===== src/rtl/io_line_cfg_pkg.sv =====
package io_line_cfg_pkg;

	// ****************************************
	// register map (byte addresses)
	// ****************************************
	localparam logic [7:0] ADDR_OUTPUT_DATA_STATUS  = 8'h00;
	localparam logic [7:0] ADDR_PULLUP_DISABLE      = 8'h04;
	localparam logic [7:0] ADDR_PULLUP_ENABLE       = 8'h08;
	localparam logic [7:0] ADDR_PULLUP_STATUS       = 8'h0C;
	localparam logic [7:0] ADDR_PERIPH_FIRST_SELECT = 8'h10;
	localparam logic [7:0] ADDR_PERIPH_SECOND_SEL   = 8'h14;
	localparam logic [7:0] ADDR_PERIPH_SELECT_STAT  = 8'h18;
	localparam logic [7:0] ADDR_OUT_WRITE_ENABLE    = 8'h1C;
	localparam logic [7:0] ADDR_OUT_WRITE_DISABLE   = 8'h20;
	localparam logic [7:0] ADDR_OUT_WRITE_STATUS    = 8'h24;

	// ****************************************
	// reset values
	// ****************************************
	localparam logic [31:0] RST_PULLUP_ON    = 32'hFFFF_FFFF;
	localparam logic [31:0] RST_PERIPH_SEL   = 32'h0000_0000;
	localparam logic [31:0] RST_OUT_WR_EN    = 32'h0000_0000;
	localparam logic [31:0] RST_OUT_DATA     = 32'h0000_0000;
	localparam logic [31:0] READ_ZERO        = 32'h0000_0000;

	// ****************************************
	// carriers
	// ****************************************
	typedef struct packed {
		logic        sel;
		logic        enable;
		logic        write;
		logic [7:0]  addr;
		logic [31:0] wdata;
	} apb_req_t;

	typedef struct packed {
		logic [31:0] pullup_on;
		logic [31:0] periph_second;
		logic [31:0] out_data;
	} line_cfg_t;

endpackage


===== src/rtl/line_mask_update.sv =====
`timescale 1ns/1ns

// set/clear update of a per-line register
module line_mask_update #(
	parameter int WIDTH = 32
) (
	input  wire logic [WIDTH-1:0] cur,
	input  wire logic [WIDTH-1:0] set_bits,
	input  wire logic [WIDTH-1:0] clr_bits,
	output logic      [WIDTH-1:0] nxt
);

	// ****************************************
	// per-line merge
	// ****************************************
	genvar i;
	generate
		for (i = 0; i < WIDTH; i++)
		begin : g_line
			// set beats clear on the same line
			assign nxt[i] = set_bits[i] | (cur[i] & ~clr_bits[i]);
		end
	endgenerate

endmodule // line_mask_update


===== src/rtl/io_line_cfg.sv =====
`timescale 1ns/1ns

// Functional notes
// - Bit n of every register belongs to I/O line n, bit 0 lowest and bit 31 highest.
// - Writing one to a pull-up enable bit turns that line's pull-up on; zeros do nothing.
// - The pull-up status reads inverted: zero means pull-up on, one means off.
// - Writing one to a first-peripheral select bit gives that line to the first function.
// - Writing one to a second-peripheral select bit gives that line to the second function.
// - The select status reads zero for first-function lines and one for second-function lines.
// - Writing one to an output write enable bit lets direct data writes reach that line.
// - Writing one to an output write disable bit stops direct data writes reaching that line.
// - The output write status reads one where direct data writes take effect, else zero.
// - A direct output data write changes only lines whose output write status is one.
// - Writing one to a pull-up disable bit turns that line's pull-up off; zeros do nothing.
// - The output data status holds the value to drive on each line, zero low and one high.
module io_line_cfg #(
	parameter int LINES = 32
) (
	input  wire logic              pclk,
	input  wire logic              presetn,
	input  wire logic              clk_en,
	input  wire logic              psel,
	input  wire logic              penable,
	input  wire logic              pwrite,
	input  wire logic [7:0]        paddr,
	input  wire logic [31:0]       pwdata,
	output logic      [31:0]       prdata,
	output logic                   pready,
	output logic                   pslverr,
	output logic      [LINES-1:0]  pullup_on,
	output logic      [LINES-1:0]  periph_second,
	output logic      [LINES-1:0]  out_data
);

	// ****************************************
	// elaboration check
	// ****************************************
	generate
		if (LINES < 1 || LINES > 32)
		begin : g_bad_lines
			initial $error("LINES must be 1..32");
		end
	endgenerate

	// ****************************************
	// bus decode
	// ****************************************
	typedef enum logic [2:0] {
		ST_IDLE   = 3'b001,
		ST_ACCESS = 3'b010,
		ST_DONE   = 3'b100
	} bus_state_t;

	io_line_cfg_pkg::apb_req_t  req;
	io_line_cfg_pkg::line_cfg_t cfg;
	bus_state_t                 state_reg;
	bus_state_t                 state_next;
	logic                       wr_fire;
	logic                       rd_fire;
	logic [LINES-1:0]           wbits;
	logic [LINES-1:0]           pullup_reg;
	logic [LINES-1:0]           pullup_next;
	logic [LINES-1:0]           second_reg;
	logic [LINES-1:0]           second_next;
	logic [LINES-1:0]           owen_reg;
	logic [LINES-1:0]           owen_next;
	logic [LINES-1:0]           odata_reg;
	logic [LINES-1:0]           odata_next;
	logic [31:0]                rdata_next;
	logic                       err_next;

	assign req = '{sel: psel, enable: penable, write: pwrite, addr: paddr, wdata: pwdata};
	assign wbits = pwdata[LINES-1:0];

	function automatic logic hit(input logic [7:0] a, input logic [7:0] reg_addr);
		hit = (a == reg_addr);
	endfunction

	function automatic logic mapped(input logic [7:0] a);
		mapped = hit(a, io_line_cfg_pkg::ADDR_OUTPUT_DATA_STATUS)
			| hit(a, io_line_cfg_pkg::ADDR_PULLUP_DISABLE)
			| hit(a, io_line_cfg_pkg::ADDR_PULLUP_ENABLE)
			| hit(a, io_line_cfg_pkg::ADDR_PULLUP_STATUS)
			| hit(a, io_line_cfg_pkg::ADDR_PERIPH_FIRST_SELECT)
			| hit(a, io_line_cfg_pkg::ADDR_PERIPH_SECOND_SEL)
			| hit(a, io_line_cfg_pkg::ADDR_PERIPH_SELECT_STAT)
			| hit(a, io_line_cfg_pkg::ADDR_OUT_WRITE_ENABLE)
			| hit(a, io_line_cfg_pkg::ADDR_OUT_WRITE_DISABLE)
			| hit(a, io_line_cfg_pkg::ADDR_OUT_WRITE_STATUS);
	endfunction

	// pready comes from a flop, so every access takes one wait state
	always_comb
	begin
		state_next = state_reg;
		case (state_reg)
			ST_IDLE:
				if (req.sel && !req.enable)
					state_next = ST_ACCESS;
			ST_ACCESS:
				if (req.sel && req.enable)
					state_next = ST_DONE;
				else
					state_next = ST_IDLE;
			ST_DONE:
				state_next = ST_IDLE;
			default:
				state_next = ST_IDLE;
		endcase
	end

	// a write takes effect at the edge where pready is seen high; read data is latched one edge earlier, in ST_ACCESS
	assign wr_fire = (state_reg == ST_DONE) && req.sel && req.enable && req.write;
	assign rd_fire = (state_reg == ST_ACCESS) && req.sel && req.enable && !req.write;

	always_ff @(posedge pclk or negedge presetn)
	begin
		if (!presetn)
			state_reg <= ST_IDLE;
		else if (clk_en)
			state_reg <= state_next;
	end

	// ****************************************
	// line configuration
	// ****************************************
	line_mask_update #(.WIDTH(LINES)) u_pullup (
		.cur      (pullup_reg),
		.set_bits (wr_fire && hit(req.addr, io_line_cfg_pkg::ADDR_PULLUP_ENABLE)
				? wbits : '0),
		.clr_bits (wr_fire && hit(req.addr, io_line_cfg_pkg::ADDR_PULLUP_DISABLE)
				? wbits : '0),
		.nxt      (pullup_next)
	);

	line_mask_update #(.WIDTH(LINES)) u_periph (
		.cur      (second_reg),
		.set_bits (wr_fire && hit(req.addr, io_line_cfg_pkg::ADDR_PERIPH_SECOND_SEL)
				? wbits : '0),
		.clr_bits (wr_fire && hit(req.addr, io_line_cfg_pkg::ADDR_PERIPH_FIRST_SELECT)
				? wbits : '0),
		.nxt      (second_next)
	);

	line_mask_update #(.WIDTH(LINES)) u_owen (
		.cur      (owen_reg),
		.set_bits (wr_fire && hit(req.addr, io_line_cfg_pkg::ADDR_OUT_WRITE_ENABLE)
				? wbits : '0),
		.clr_bits (wr_fire && hit(req.addr, io_line_cfg_pkg::ADDR_OUT_WRITE_DISABLE)
				? wbits : '0),
		.nxt      (owen_next)
	);

	// masked direct write keeps disabled lines untouched
	always_comb
	begin
		odata_next = odata_reg;
		if (wr_fire && hit(req.addr, io_line_cfg_pkg::ADDR_OUTPUT_DATA_STATUS))
			odata_next = (wbits & owen_reg) | (odata_reg & ~owen_reg);
	end

	always_ff @(posedge pclk or negedge presetn)
	begin
		if (!presetn)
			pullup_reg <= io_line_cfg_pkg::RST_PULLUP_ON[LINES-1:0];
		else if (clk_en)
			pullup_reg <= pullup_next;
	end

	always_ff @(posedge pclk or negedge presetn)
	begin
		if (!presetn)
			second_reg <= io_line_cfg_pkg::RST_PERIPH_SEL[LINES-1:0];
		else if (clk_en)
			second_reg <= second_next;
	end

	always_ff @(posedge pclk or negedge presetn)
	begin
		if (!presetn)
			owen_reg <= io_line_cfg_pkg::RST_OUT_WR_EN[LINES-1:0];
		else if (clk_en)
			owen_reg <= owen_next;
	end

	always_ff @(posedge pclk or negedge presetn)
	begin
		if (!presetn)
			odata_reg <= io_line_cfg_pkg::RST_OUT_DATA[LINES-1:0];
		else if (clk_en)
			odata_reg <= odata_next;
	end

	// ****************************************
	// read mux
	// ****************************************
	always_comb
	begin
		rdata_next = io_line_cfg_pkg::READ_ZERO;
		err_next = !mapped(req.addr);
		case (req.addr)
			io_line_cfg_pkg::ADDR_OUTPUT_DATA_STATUS:
				rdata_next[LINES-1:0] = odata_reg;
			io_line_cfg_pkg::ADDR_PULLUP_STATUS:
				rdata_next[LINES-1:0] = ~pullup_reg;
			io_line_cfg_pkg::ADDR_PERIPH_SELECT_STAT:
				rdata_next[LINES-1:0] = second_reg;
			io_line_cfg_pkg::ADDR_OUT_WRITE_STATUS:
				rdata_next[LINES-1:0] = owen_reg;
			default:
				rdata_next = io_line_cfg_pkg::READ_ZERO;
		endcase
	end

	always_ff @(posedge pclk or negedge presetn)
	begin
		if (!presetn)
			prdata <= io_line_cfg_pkg::READ_ZERO;
		else if (clk_en && rd_fire)
			prdata <= rdata_next;
	end

	always_ff @(posedge pclk or negedge presetn)
	begin
		if (!presetn)
		begin
			pready  <= 1'b0;
			pslverr <= 1'b0;
		end
		else if (clk_en)
		begin
			pready  <= (state_next == ST_DONE);
			pslverr <= (state_next == ST_DONE) && err_next;
		end
	end

	// ****************************************
	// line outputs
	// ****************************************
	// registered copy keeps outputs straight from flops
	assign cfg = '{pullup_on: 32'(pullup_next), periph_second: 32'(second_next),
		out_data: 32'(odata_next)};

	always_ff @(posedge pclk or negedge presetn)
	begin
		if (!presetn)
		begin
			pullup_on     <= io_line_cfg_pkg::RST_PULLUP_ON[LINES-1:0];
			periph_second <= io_line_cfg_pkg::RST_PERIPH_SEL[LINES-1:0];
			out_data      <= io_line_cfg_pkg::RST_OUT_DATA[LINES-1:0];
		end
		else if (clk_en)
		begin
			pullup_on     <= cfg.pullup_on[LINES-1:0];
			periph_second <= cfg.periph_second[LINES-1:0];
			out_data      <= cfg.out_data[LINES-1:0];
		end
	end

endmodule // io_line_cfg


===== config.mk =====
export PLATFORM = sky130hd
export DESIGN_NAME = io_line_cfg
export DESIGN_NICKNAME = d
export VERILOG_FILES = /design/src/rtl/io_line_cfg_pkg.sv /design/src/rtl/line_mask_update.sv /design/src/rtl/io_line_cfg.sv
export SDC_FILE = /design/constraint.sdc
export NUM_CORES = 1
export LEC_CHECK = 0
export BUFFER_PORTS_ARGS = -buffer_cell sky130_fd_sc_hd__buf_2
export CAP_MARGIN = 30
export CORE_MARGIN = 2
export CORE_UTILIZATION = 40
export DETAILED_ROUTE_END_ITERATION = 7
export SLEW_MARGIN = 5
export SYNTH_ARGS = -nofsm -noshare
export SYNTH_HDL_FRONTEND = slang
export SYNTH_SLANG_ARGS = --single-unit

===== constraint.sdc =====
create_clock -name pclk -period 5.6 [get_ports pclk]
set_clock_uncertainty 0.15 [all_clocks]
set_input_delay 0.56 -clock pclk [delete_from_list [all_inputs] [get_ports pclk]]
set_output_delay 0.56 -clock pclk [all_outputs]
set_load 0.005 [all_outputs]

## Word-level counts from Yosys, hierarchy flattened

Cells that the tools add are included.

| operators by class | value |
|---|---|
| equality and inequality tests | 13 |
| mux-type cells | 11 |
| bitwise logic cells | 302 |
| reduce and logical (&&, ||, !) cells | 22 |

Operators by type and width:

| operator | number |
|---|---|
| two-way mux 32 bit | 7 |
| case mux 32 bit (4 select lines) | 1 |
| OR 1 bit | 105 |
| AND 1 bit | 96 |
| inverter 1 bit | 96 |
| AND 32 bit | 2 |
| inverter 32 bit | 2 |
| == test 8 x 5 -> 1 bit, second input constant | 4 |
| OR 32 bit | 1 |
| logical AND 1 bit | 17 |
| == test 8 x 4 -> 1 bit, second input constant | 2 |
| == test 8 x 6 -> 1 bit, second input constant | 2 |
| == test 8 x 3 -> 1 bit, second input constant | 1 |
| zero test 8 bit | 1 |
| == test 3 bit, second input constant | 2 |
| two-way mux 3 bit | 2 |
| case mux 3 bit (2 select lines) | 1 |
| == test 3 x 1 -> 1 bit, second input constant | 1 |
| == test 3 x 2 -> 1 bit, second input constant | 1 |
| zero test 1 bit | 3 |
| AND reduction 2 bit | 1 |

| storage, ports and cells | value |
|---|---|
| flip-flop bits (word level) | 165 |
| input port bits | 46 |

## Logic depth before layout (Yosys ltp)

Gate-level depths: netlist of the first run.

| logic depth | value |
|---|---|
| depth after elaboration | 12 |
| gate-level depth with buffers | 7 |
| depth with buffers taken out | 4 |

## Hierarchy

Synthesis of the first run repeated with hierarchy kept, for this count alone.

| second synthesis, totals | value |
|---|---|
| cell total of the unflattened synthesis | 1022 |
| area total of the unflattened synthesis | 9974.6 um^2 |

By module, submodules not included:

| module | instances | cells an instance | area each (um^2) | seq. area each (um^2) |
|---|---|---|---|---|
| io_line_cfg | 1 | 830 | 8893.5 | 4170.2 |
| line_mask_update | 3 | 64 | 360.3 | 0.0 |

## Worst setup path after synthesis of the first run

No wires, ideal clock.

| timing path | value |
|---|---|
| path kind | input to register |
| start | in paddr[2] |
| end | reg with a tool-made name |
| setup time | 0.125 ns |
| arrival time | 1.874 ns |
| required time | 5.325 ns |
| path slack | 3.451 ns |
| cell stages on the path | 6 |
| buffers on the path | 2 |
| path through | buf_2 -> nor4_4 -> nand3_1 -> buf_2 -> nor3_1 -> mux2_2 |

RTL lines:

| element | line | RTL |
|---|---|---|
| from (decl) | io_line_cfg.sv:25 | `input wire logic [7:0] paddr,` |

## Worst setup path after layout of the first run

| timing path | value |
|---|---|
| start | in clk_en |
| end | reg prdata[23] |

| on the way | value |
|---|---|
| word-level cells in the longest chain between the ends | 1 |

Ends and longest elaborated chain:

| element | line | RTL |
|---|---|---|
| from (decl) | io_line_cfg.sv:21 | `input wire logic clk_en,` |
| logical AND 1 bit | io_line_cfg.sv:219 | `else if (clk_en && rd_fire)` |
| to (signal assigned) | io_line_cfg.sv:218 | `prdata <= io_line_cfg_pkg::READ_ZERO;` |
| to (signal assigned) | io_line_cfg.sv:220 | `prdata <= rdata_next;` |
| to (decl) | io_line_cfg.sv:27 | `output logic [31:0] prdata,` |

No other way between the ends.
A chain may end at the register's enable or synchronous reset.

==> results of run 1 <==
[layout make-up]
class,count,area share (%)
inverters,37,1.54
multi-input cells,458,31.0
diodes,1,0.0277
repair buffers,192,11.6
flip-flops and latches,165,46.1
well taps,229,3.17
clock buffers,23,5.39
clock inverters,9,1.13
[layer usage]
layer / up-vias / track usage [%]
met5: - / 0
met4: 2 / 5.90
met3: 33 / 4.71
met2: 300 / 36.2
met1: 3152 / 34.8
li1: 2943 / -
[cell usage in the layout, fill, tap and decap left out, types with 17 or more instances in the layout]
master,Yosys,routed
o21ai_0,190,190
inv_1,37,37
a222oi_1,32,32
nand2_1,67,67
dfstp_2,33,33
nor3_1,32,32
mux2_2,30,30
o21ai_1,38,38
o2bb2ai_1,32,32
buf_2,11,174
dfrtp_1,132,132
clkbuf_16,0,17
[where the power goes]
part / leakage (µW) / internal [µW] / total, µW / switching [µW]
sequential: 0.00218 / 1200 / 1200 / 1.40
clock: 0.000285 / 701 / 1170 / 470
combinational: 0.00166 / 26.3 / 101 / 74.3
[final timing paths]
check	cells after the start	slack [ps]	to	from
worst min register to register	2	340	prdata[27]	prdata[27]
worst max register to register	5	2740	prdata[23]	state_reg[2]
min in group asynchronous	2	380	owen_reg[2]	presetn
max in group asynchronous	4	3710	pullup_on[31]	presetn
worst max-delay path	6	2310	prdata[23]	clk_en
worst min-delay path	2	220	flop	pwdata[26]
[synthesized netlist by cell type, types with 2 or more instances]
library cell  number  area share (%)
clkbuf_1          37             1.9
nor4_4             2            0.58
o2bb2ai_1         32             3.8
mux2_2            30             4.6
nand3b_1           2            0.20
a222oi_1          32             4.4
nand3_1            4            0.27
or4_1              3            0.31
o21ai_1           38             2.6
and2_1             3            0.26
o21ai_0          190              13
inv_1             37             1.9
dfrtp_1          132              45
nand2_1           67             3.4
nor3_1            32             2.2
mux2_1             2            0.31
nor2_1             2            0.10
buf_6              3            0.46
nand4_1            3            0.26
buf_1              3            0.15
buf_2             11            0.75
dfstp_2           33              12
nor4b_1            3            0.36
[cell families (layout without fill, tap and decap cells)]
family,Yosys count,in the layout
AOI/OAI and AO/OA,296,296
xor gates and xnor gates,1,1
buffers and inverters,91,261
DFF,165,165
muxes,32,32
other,0,1
and+or+nand+nor,129,129
[per-stage QoR]
step / instance area [µm²] / utilization (%) / cells / hold slack, ps
after floorplan: 7340 / - / 714 / 114
after global placement: 8390 / 46.7 / 1078 / 313
after detailed placement: 8410 / 46.8 / 1079 / 327
after CTS: 9000 / 50.1 / 1111 / 170
after global routing: 9040 / 50.3 / 1113 / 216
final: 9040 / 50.4 / 1114 / 216
==> results.md, run 1 <==
- Seq. cell area: 4170 µm²
- Post-DRT Antenna Nets: 0
- Vias in the first global route: 6,094
- Cell Area, Synth: 7340 µm²
- Worst EP required: 5790 ps
- Max IR drop VDD: 0.000220 V
- Grt total ovfl: 0
- Critical path's slowest cell: or4_2
- Die width: 139 µm
- Crit path time final: 3290 ps
- Slew headroom: 41.4%
- Die Height: 139 µm
- Worst Max-Slew Pin Slew: 878 ps
- Port Buf Inserts: 175
- Setup CP Type: in -> reg
- Max Root-Sink Buffers: 2
- Post-CTS sizing: 0
- # hold bufs at CTS: 0
- Bufs and invs on worst path: 2
- Setup Viol. Count Final: 0
- RSZ-0062 raised after global routing: no
- Final-report max-slew violation count: 0
- Sequential share of the synthesized area: 56.8%
- # Max-Cap Violations: 0
- CP Capture Type: flop
- Fill cells: 1,667
- Cell variety after synth: 36
- Post-route setup slack: 2310 ps
- Met3 WL post-DR: 1770 µm
- Largest net degree at the start of global routing: 106
- Rows: 49
- Nature of the critical path startpoint: primary input
- DR vias: 6,430
- Clock latency on the worst-skew pair: 430 ps
- Compound-Gate Fraction of Synth Area: 24.1%
- CTS tree: done
- Root Driver: clkbuf_16
- Post-CTS Repair Setup Buffers: 0
- Layout cells sized above 1: 32.8%
- Clk slew on worst S/H paths: 60 ps
- Leak Pwr: 0.00413 µW
- Highest routed layer: met5
- Initial antenna violation count: 2
- Footprint of the multi-input gates: 2800 µm²
- Routed WL per cell: 20.7 µm
- Status: finished clean
- Final HPWL DP: 14,800 µm
- Die ar.: 19,500 µm²
- Syn Nets: 760
- Nets: 917
- Cts bufs inserted: 17
- Syn Inst Count: 714
- Placer Congestion: 0.794
- H-tree levels: 4
- Worst path cell trace: buf_2 -> nand3b_1 -> or4_2 -> a211o_1 -> buf_16 -> o21ai_1
- Routed WL: 23,000 µm
- Placement Setup Slack: 1910 ps
- Number of DRC markers in iteration 0: 561
- Crit path arrival time: 3480 ps
- Top_reg_cell synth: dfrtp_1
- IO Pins: 176
- Final Power: 2470 µW
- HP Class: in -> reg
- Core area: 18,000 µm²
- Synthesized-area fraction occupied by adder cells: 0%
- Post-synthesis mux area share: 4.91%
- Setup tns final: 0 ps
- XOR/XNOR Fraction of Synth Area: 0.119%
- Worst path top cell family by delay: simple AND/OR/NAND/NOR gates
- Largest family of logic cells by synthesized area: compound AO/OA/AOI/OAI gates
- Final hold viol count: 0
- Period utilisation layout: 58.8%
- Max Fclk: 0.304 GHz
- First-pass detailed-route iteration total: 5
- GRT Util Overall: 23.7%
- DRC errors left: 0
- Clock Sinks: 165
- Crit-path max cell delay: 1030 ps
- Wl on met1: 10,200 µm
- Pwr dens: 273 nW/µm²
- Post-synth EDFFs: 0
- Synth Warn #: 0
- Met2 wire length: 10,700 µm
- First-pass GRT wire length: 35,800 µm
- Post-synth ARST share: 100%
- Mapped Avg Cell Area: 10.3 µm²
- Simple-gate share of the synthesized area: 8.90%
- Vias per cell: 5.77
- CP max FO: 39
- Area growth, synth to finish: 23.2%
- Register bit total from synthesis: 165
- Initial Util: 40.9%
Power figures use the tool's default switching activity.
==> run 2, diff against run 1 <==
- clock period: 5.6 -> 3.4 ns (I/O delays scaled with it)
==> run 2 against run 1 <==
Net effect: sequential cell count unchanged; worst hold slack worse by 210 ps; die area unchanged; sequential share of layout area shrank 0.51 points; via count grew 0.11%; total power grew 72%; global-route usage down 0.31 points.
==> results.md, run 2 (synthesis results as in run 1) <==
- Worst path cell trace: and4bb_1 -> nand3_2 -> buf_4 -> nor3_1 -> mux2_2
- Critical path's slowest cell: nand3_2
- Number of DRC markers in iteration 0: 677 (+21%)
- Nature of the critical path startpoint: flop
- Leak Pwr: 0.00417 µW (+1.1%)
- Post-DRT Antenna Nets: 0 (unchanged)
- Layout cells sized above 1: 33.3% (+0.49 points)
- Routed WL per cell: 20.2 µm (-2.5%)
- # Max-Cap Violations: 0 (unchanged)
- Routed WL: 22,600 µm (-1.9%)
- Fin Hold WS: 5.92 ps (-210 ps)
- HP Class: in -> reg
- CP Capture Type: flop
- Commonest non-fill, non-tap cells in the layout: 190 x o21ai_0, 174 x buf_2, 132 x dfrtp_1
- Vias in the first global route: 6,113 (+0.31%)
- Setup Viol. Count Final: 0 (unchanged)
- # diodes: 0 (-1)
- IO Pins: 176 (unchanged)
- Worst Max-Slew Pin Slew: 758 ps (-120 ps)
- CP max FO: 18 (-54%)
- Clock latency on the worst-skew pair: 430 ps (about the same)
- Initial Util: 40.9% (unchanged)
- CTS tree: done
- Largest net degree at the start of global routing: 83 (-22%)
- First-pass detailed-route iteration total: 6 (+1)
- Final HPWL DP: 14,800 µm (+0.52%)
- Setup CP Type: reg -> reg
- Area growth, synth to finish: 24.6%
- Initial antenna violation count: 0 (-2)
- Crit-path max cell delay: 500 ps (-530 ps)
- H-tree levels: 4 (unchanged)
- Period utilisation layout: 76.1%
- GRT Util Overall: 23.4% (-0.31 points)
- Setup tns final: 0 ps (unchanged)
- Final-report max-slew violation count: 0 (unchanged)
- DRC errors left: 0 (unchanged)
- Max Fclk: 0.386 GHz
- Port Buf Inserts: 175 (unchanged)
- First-pass GRT wire length: 35,600 µm (-0.41%)
- Placer Congestion: 0.780 (-1.8%)
- Max IR drop VDD: 0.000354 V (+61%)
- Pwr dens: 463 nW/µm² (+70%)
- Clock Sinks: 165 (unchanged)
- Core area: 18,000 µm² (unchanged)
- Die Height: 139 µm (unchanged)
- Crit path time final: 2590 ps
- Nets: 925 (+0.87%)
- Rows: 49 (unchanged)
- Worst EP required: 3570 ps (-2220 ps)
- Cts bufs inserted: 17 (unchanged)
- DR vias: 6,437 (+0.11%)
- Commonest non-fill, non-tap cell in the layout: o21ai_0
- Die width: 139 µm (unchanged)
- Fill cells: 1,658 (-0.54%)
- Post-CTS Repair Setup Buffers: 0 (unchanged)
- Vias per cell: 5.74 (-0.52%)
- Root Driver: clkbuf_16
- Die ar.: 19,500 µm² (unchanged)
- Slew headroom: 49.5% (+8.1 points)
- Max Root-Sink Buffers: 2 (unchanged)
- RSZ-0062 raised after global routing: no
- Grt total ovfl: 0 (unchanged)
- Final Util: 50.9% (+0.56 points)
- Crit path arrival time: 2760 ps (-720 ps)
- Final hold viol count: 0 (unchanged)
- Clk slew on worst S/H paths: 60 ps (about the same)
- Status: finished clean
run 2: cell types whose count changed in the layout (fill, tap and decap cells not counted):
cell / change
diode_2: -1
bufinv_16: +2
clkinv_4: +3
clkinv_2: -3
clkbuf_1: -1
buf_12: +2
buf_16: -2
clkbuf_8: -1
dlygate4sd3_1: +2
buf_4: +6
run 2: path summary, 6_finish.rpt:
check,slack (ps),endpoint,start,depth (start not counted)
setup / recovery,810,flop,state_reg[1],5
min in group asynchronous,390,prdata[5],presetn,2
hold / removal,6,flop,pwdata[23],2
max in group asynchronous,1880,pullup_on[22],presetn,3
setup reg to reg,810,flop,state_reg[1],5
hold reg to reg,330,prdata[6],prdata[6],2
run 2: layout make-up:
class / instances / area, µm² / area share, %
inverters: 37 / 139 / 1.52
repair buffers: 200 / 1100 / 12.1
clock buffers: 21 / 470 / 5.14
clock inverters: 11 / 174 / 1.90
flip-flops and latches: 165 / 4170 / 45.6
well taps: 229 / 287 / 3.13
multi-input cells: 458 / 2800 / 30.7
run 2: repair_timing:
action / in CTS / in global routing
endpoints found under the hold margin: 68 / 0
hold buffers: 3 / 0
gates resized for setup: 0 / 0
run 2: report_power, final:
group | switching (µW) | leakage (µW) | internal [µW]
Sequential | 2.41 | 0.00218 | 1970
Clock | 808 | 0.000305 | 1290
Combinational | 124 | 0.00168 | 45.5
Total | 935 | 0.00417 | 3300
run 2: per-layer routing:
layer	routed length [µm]	track usage, %
met5	0	0
met4	402	7.44
met3	1320	4.51
met2	10100	35.1
met1	10700	34.3
run 2: worst max-delay path: cells and delay by family (launching register included):
family / cells / cell delay, ps
and+or+nand+nor: 3 / 1150
buffers and inverters: 1 / 410
muxes: 1 / 350
DFF: 1 / 410
run 2: metrics by stage:
step                      cell area, µm²  cells  total power [µW]  worst slack, ps
final                               9150   1121              4240              811
after global routing                9150   1121              4380              687
after CTS                           9150   1121              4260              827
after detailed placement            8470   1086              2170              846
after global placement              8470   1086              2170              848
after floorplan                     7340    714              2060             1470
==> run 3, diff against run 2 <==
- clock period: 3.4 -> 2.15 ns (I/O delays scaled with it)
==> run 3 against run 2 <==
Net effect: final cell count increased by 4.4%; core utilization grew 2.6 points; clock-buffer cell count grew 1; largest power group unchanged; sequential share of layout area fell by 2.2 points; largest cell class unchanged; fmax increased by 23%; via count is 2.5% higher; highest routed layer is now met5; non-clock buffer count grew 49; combinational power is 91% higher; first-iteration DRC count is 13% lower; worst hold slack gained 30 ps.
==> results.md, run 3 (synthesis results as in run 1) <==
- Setup tns final: 0 ps (unchanged)
- Final-report max-slew violation count: 0 (unchanged)
- Commonest non-fill, non-tap cells in the layout: 190 x o21ai_0, 174 x buf_2, 132 x dfrtp_1
- DRC errors left: 0 (unchanged)
- HP Class: in -> reg
- Max Root-Sink Buffers: 2 (unchanged)
- Rows: 49 (unchanged)
- Slew headroom: 61.5% (+12 points)
- Post-route setup slack: 48.0 ps (-763 ps)
- Core area: 18,000 µm² (unchanged)
- Placement Setup Slack: 81.2 ps (-764 ps)
- Post-CTS sizing: 0 (unchanged)
- Max IR drop VDD: 0.000561 V (+58%)
- Worst r2r dst: prdata[24]
- Fin Hold WS: 36.1 ps (+30.2 ps)
- Seq. cell area: 4170 µm² (unchanged)
- Pwr dens: 691 nW/µm² (+49%)
- Layout cells sized above 1: 33.4% (+0.073 points)
- Grt total ovfl: 0 (unchanged)
- H-tree levels: 4 (unchanged)
- Cts bufs inserted: 17 (unchanged)
- Die ar.: 19,500 µm² (unchanged)
- CTS tree: done
- Hold EP: state_reg[0]
- GRT Util Overall: 24.1% (+0.68 points)
- RSZ-0062 raised after global routing: yes
- Setup CP Type: reg -> reg
- Inst Count DP: 1,104 (+1.7%)
- Launch point of the worst hold path: psel
- Vias in the first global route: 6,594 (+7.9%)
- Final HPWL DP: 15,500 µm (+4.5%)
- Vias per cell: 5.64 (-1.8%)
- Area growth, synth to finish: 31.0%
- Critical path's slowest cell: or4_2
- Worst path cell trace: nand3b_1 -> or4_2 -> a211o_1 -> buf_4 -> o21ai_1
- Hold depth: 4 (+2)
- Placer Congestion: 0.802 (+2.8%)
- Combinational power share: 4.8% (+0.8 points)
- DR vias: 6,597 (+2.5%)
- Initial Util: 40.9% (unchanged)
- Number of DRC markers in iteration 0: 591 (-13%)
- CP max FO: 20 (+2)
- Worst Max-Slew Pin Slew: 578 ps (-180 ps)
- Bufs and invs on worst path: 1 (unchanged)
- Post-DRT Antenna Nets: 0 (unchanged)
- Switching share of power: 22.3% (+0.27 points)
- Leak Pwr: 0.00439 µW (+5.2%)
- Largest net degree at the start of global routing: 60 (-28%)
- Max Fclk: 0.476 GHz (+23%)
- Final hold viol count: 0 (unchanged)
- Reg2Reg Setup Slack: 50 ps (-760 ps)
- Area after DPL: 8660 µm² (+2.2%)
- Footprint of the multi-input gates: 2800 µm² (unchanged)
- Port Buf Inserts: 175 (unchanged)
- Switching power: 1480 µW (+59%)
- # Max-Cap Violations: 0 (unchanged)
- Setup Viol. Count Final: 0 (unchanged)
- Clock latency on the worst-skew pair: 430 ps (about the same)
- # diodes: 0 (unchanged)
- FF-to-FF Start: state_reg[2]
- R2R depth: 5 (unchanged)
- Worst EP required: 2350 ps (-1220 ps)
- Clock Power Share: 48.3% (-1.2 points)
- Clk slew on worst S/H paths: 70 ps (about the same)
- Root Driver: clkbuf_16
- Status: finished clean
- Nets: 974 (+5.3%)
- First-pass detailed-route iteration total: 6 (unchanged)
- Nature of the critical path startpoint: flop
- Worst path top cell family by delay: simple AND/OR/NAND/NOR gates
- Clock Sinks: 165 (unchanged)
- Register share of total power: 46.9% (+0.4 points)
- Routed WL: 23,100 µm (+2.4%)
- Crit-path max cell delay: 640 ps (+140 ps)
- Initial antenna violation count: 2 (+2)
- Commonest non-fill, non-tap cell in the layout: o21ai_0
- First-pass GRT wire length: 36,600 µm (+2.8%)
- CP Capture Type: flop
- Die width: 139 µm (unchanged)
- Internal power: 5160 µW (+56%)
- Fill cells: 1,663 (+0.30%)
- Period utilisation layout: 97.8% (+22 points)
- Crit path time final: 2100 ps (-487 ps)
- Non-filler cells, final: 1,170 (+4.4%)
- IO Pins: 176 (unchanged)
- Routed WL per cell: 19.8 µm (-1.9%)
- Die Height: 139 µm (unchanged)
- Fin area: 9620 µm² (+5.2%)
- Crit path arrival time: 2300 ps (-460 ps)
==> run 3: cell types whose count changed in the layout (fill, tap and decap cells not counted), sizes merged <==
cell,change
buf,+18
bufinv,-1
dlygate4sd3,+31
clkbuf,+1
inv,+1
clkinv,-1
==> run 3: worst max-delay path by stage <==
stage	startpoint	end	slack, ps	cells past startpoint
global placement	state_reg[1]	flop	130	5
CTS	state_reg[2]	prdata[24]	50	5
finish	state_reg[2]	prdata[24]	50	5
floorplan	state_reg[2]	prdata[21]	250	6
global route	state_reg[2]	prdata[25]	-3	5
detailed placement	state_reg[2]	prdata[25]	80	5
==> run 3: repair_timing <==
item	CTS	global route
buffers inserted	0	0
setup endpoints to repair	0	2
hold buffers	34	0
hold endpoints to repair	132	0
==> run 3: cell type report <==
| type | count | area share, % |
|---|---|---|
| flip-flops and latches | 165 | 43.4 |
| repair buffers | 249 | 16.6 |
| well taps | 229 | 2.98 |
| clock buffers | 22 | 4.93 |
| inverters | 37 | 1.44 |
| multi-input cells | 458 | 29.2 |
| clock inverters | 10 | 1.52 |
==> run 3: power groups by stage <==
stage	combinational [µW]	clock [µW]	sequential [µW]
3_5_place_dp	277	0	3170
5_1_grt	360	3380	3120
3_3_place_gp	276	0	3170
2_1_floorplan	90.2	0	3170
4_1_cts	325	3250	3120
6_report	322	3210	3120
==> run 3: worst register-to-register path, cell delays in order, from the launching register on <==
cell      delay (ps)
dfrtp_1          390
nand3b_1         190
or4_2            640
a211o_1          260
buf_4            220
o21ai_1          170
==> run 3: metal layers <==
| metal | track usage (%) | share of wire (%) |
|---|---|---|
| met4 | 6.70 | 1.4 |
| met5 | 0 | 0.056 |
| met3 | 5.51 | 7.6 |
| met2 | 38.7 | 47 |
| met1 | 32.9 | 44 |
==> run 3: per-stage QoR <==
| step | power (µW) | util (%) |
|---|---|---|
| after global routing | 6860 | 53.5 |
| final | 6650 | 53.5 |
| after detailed placement | 3450 | 48.2 |
| after CTS | 6700 | 53.5 |
| after global placement | 3450 | 48.2 |
| after floorplan | 3260 | - |
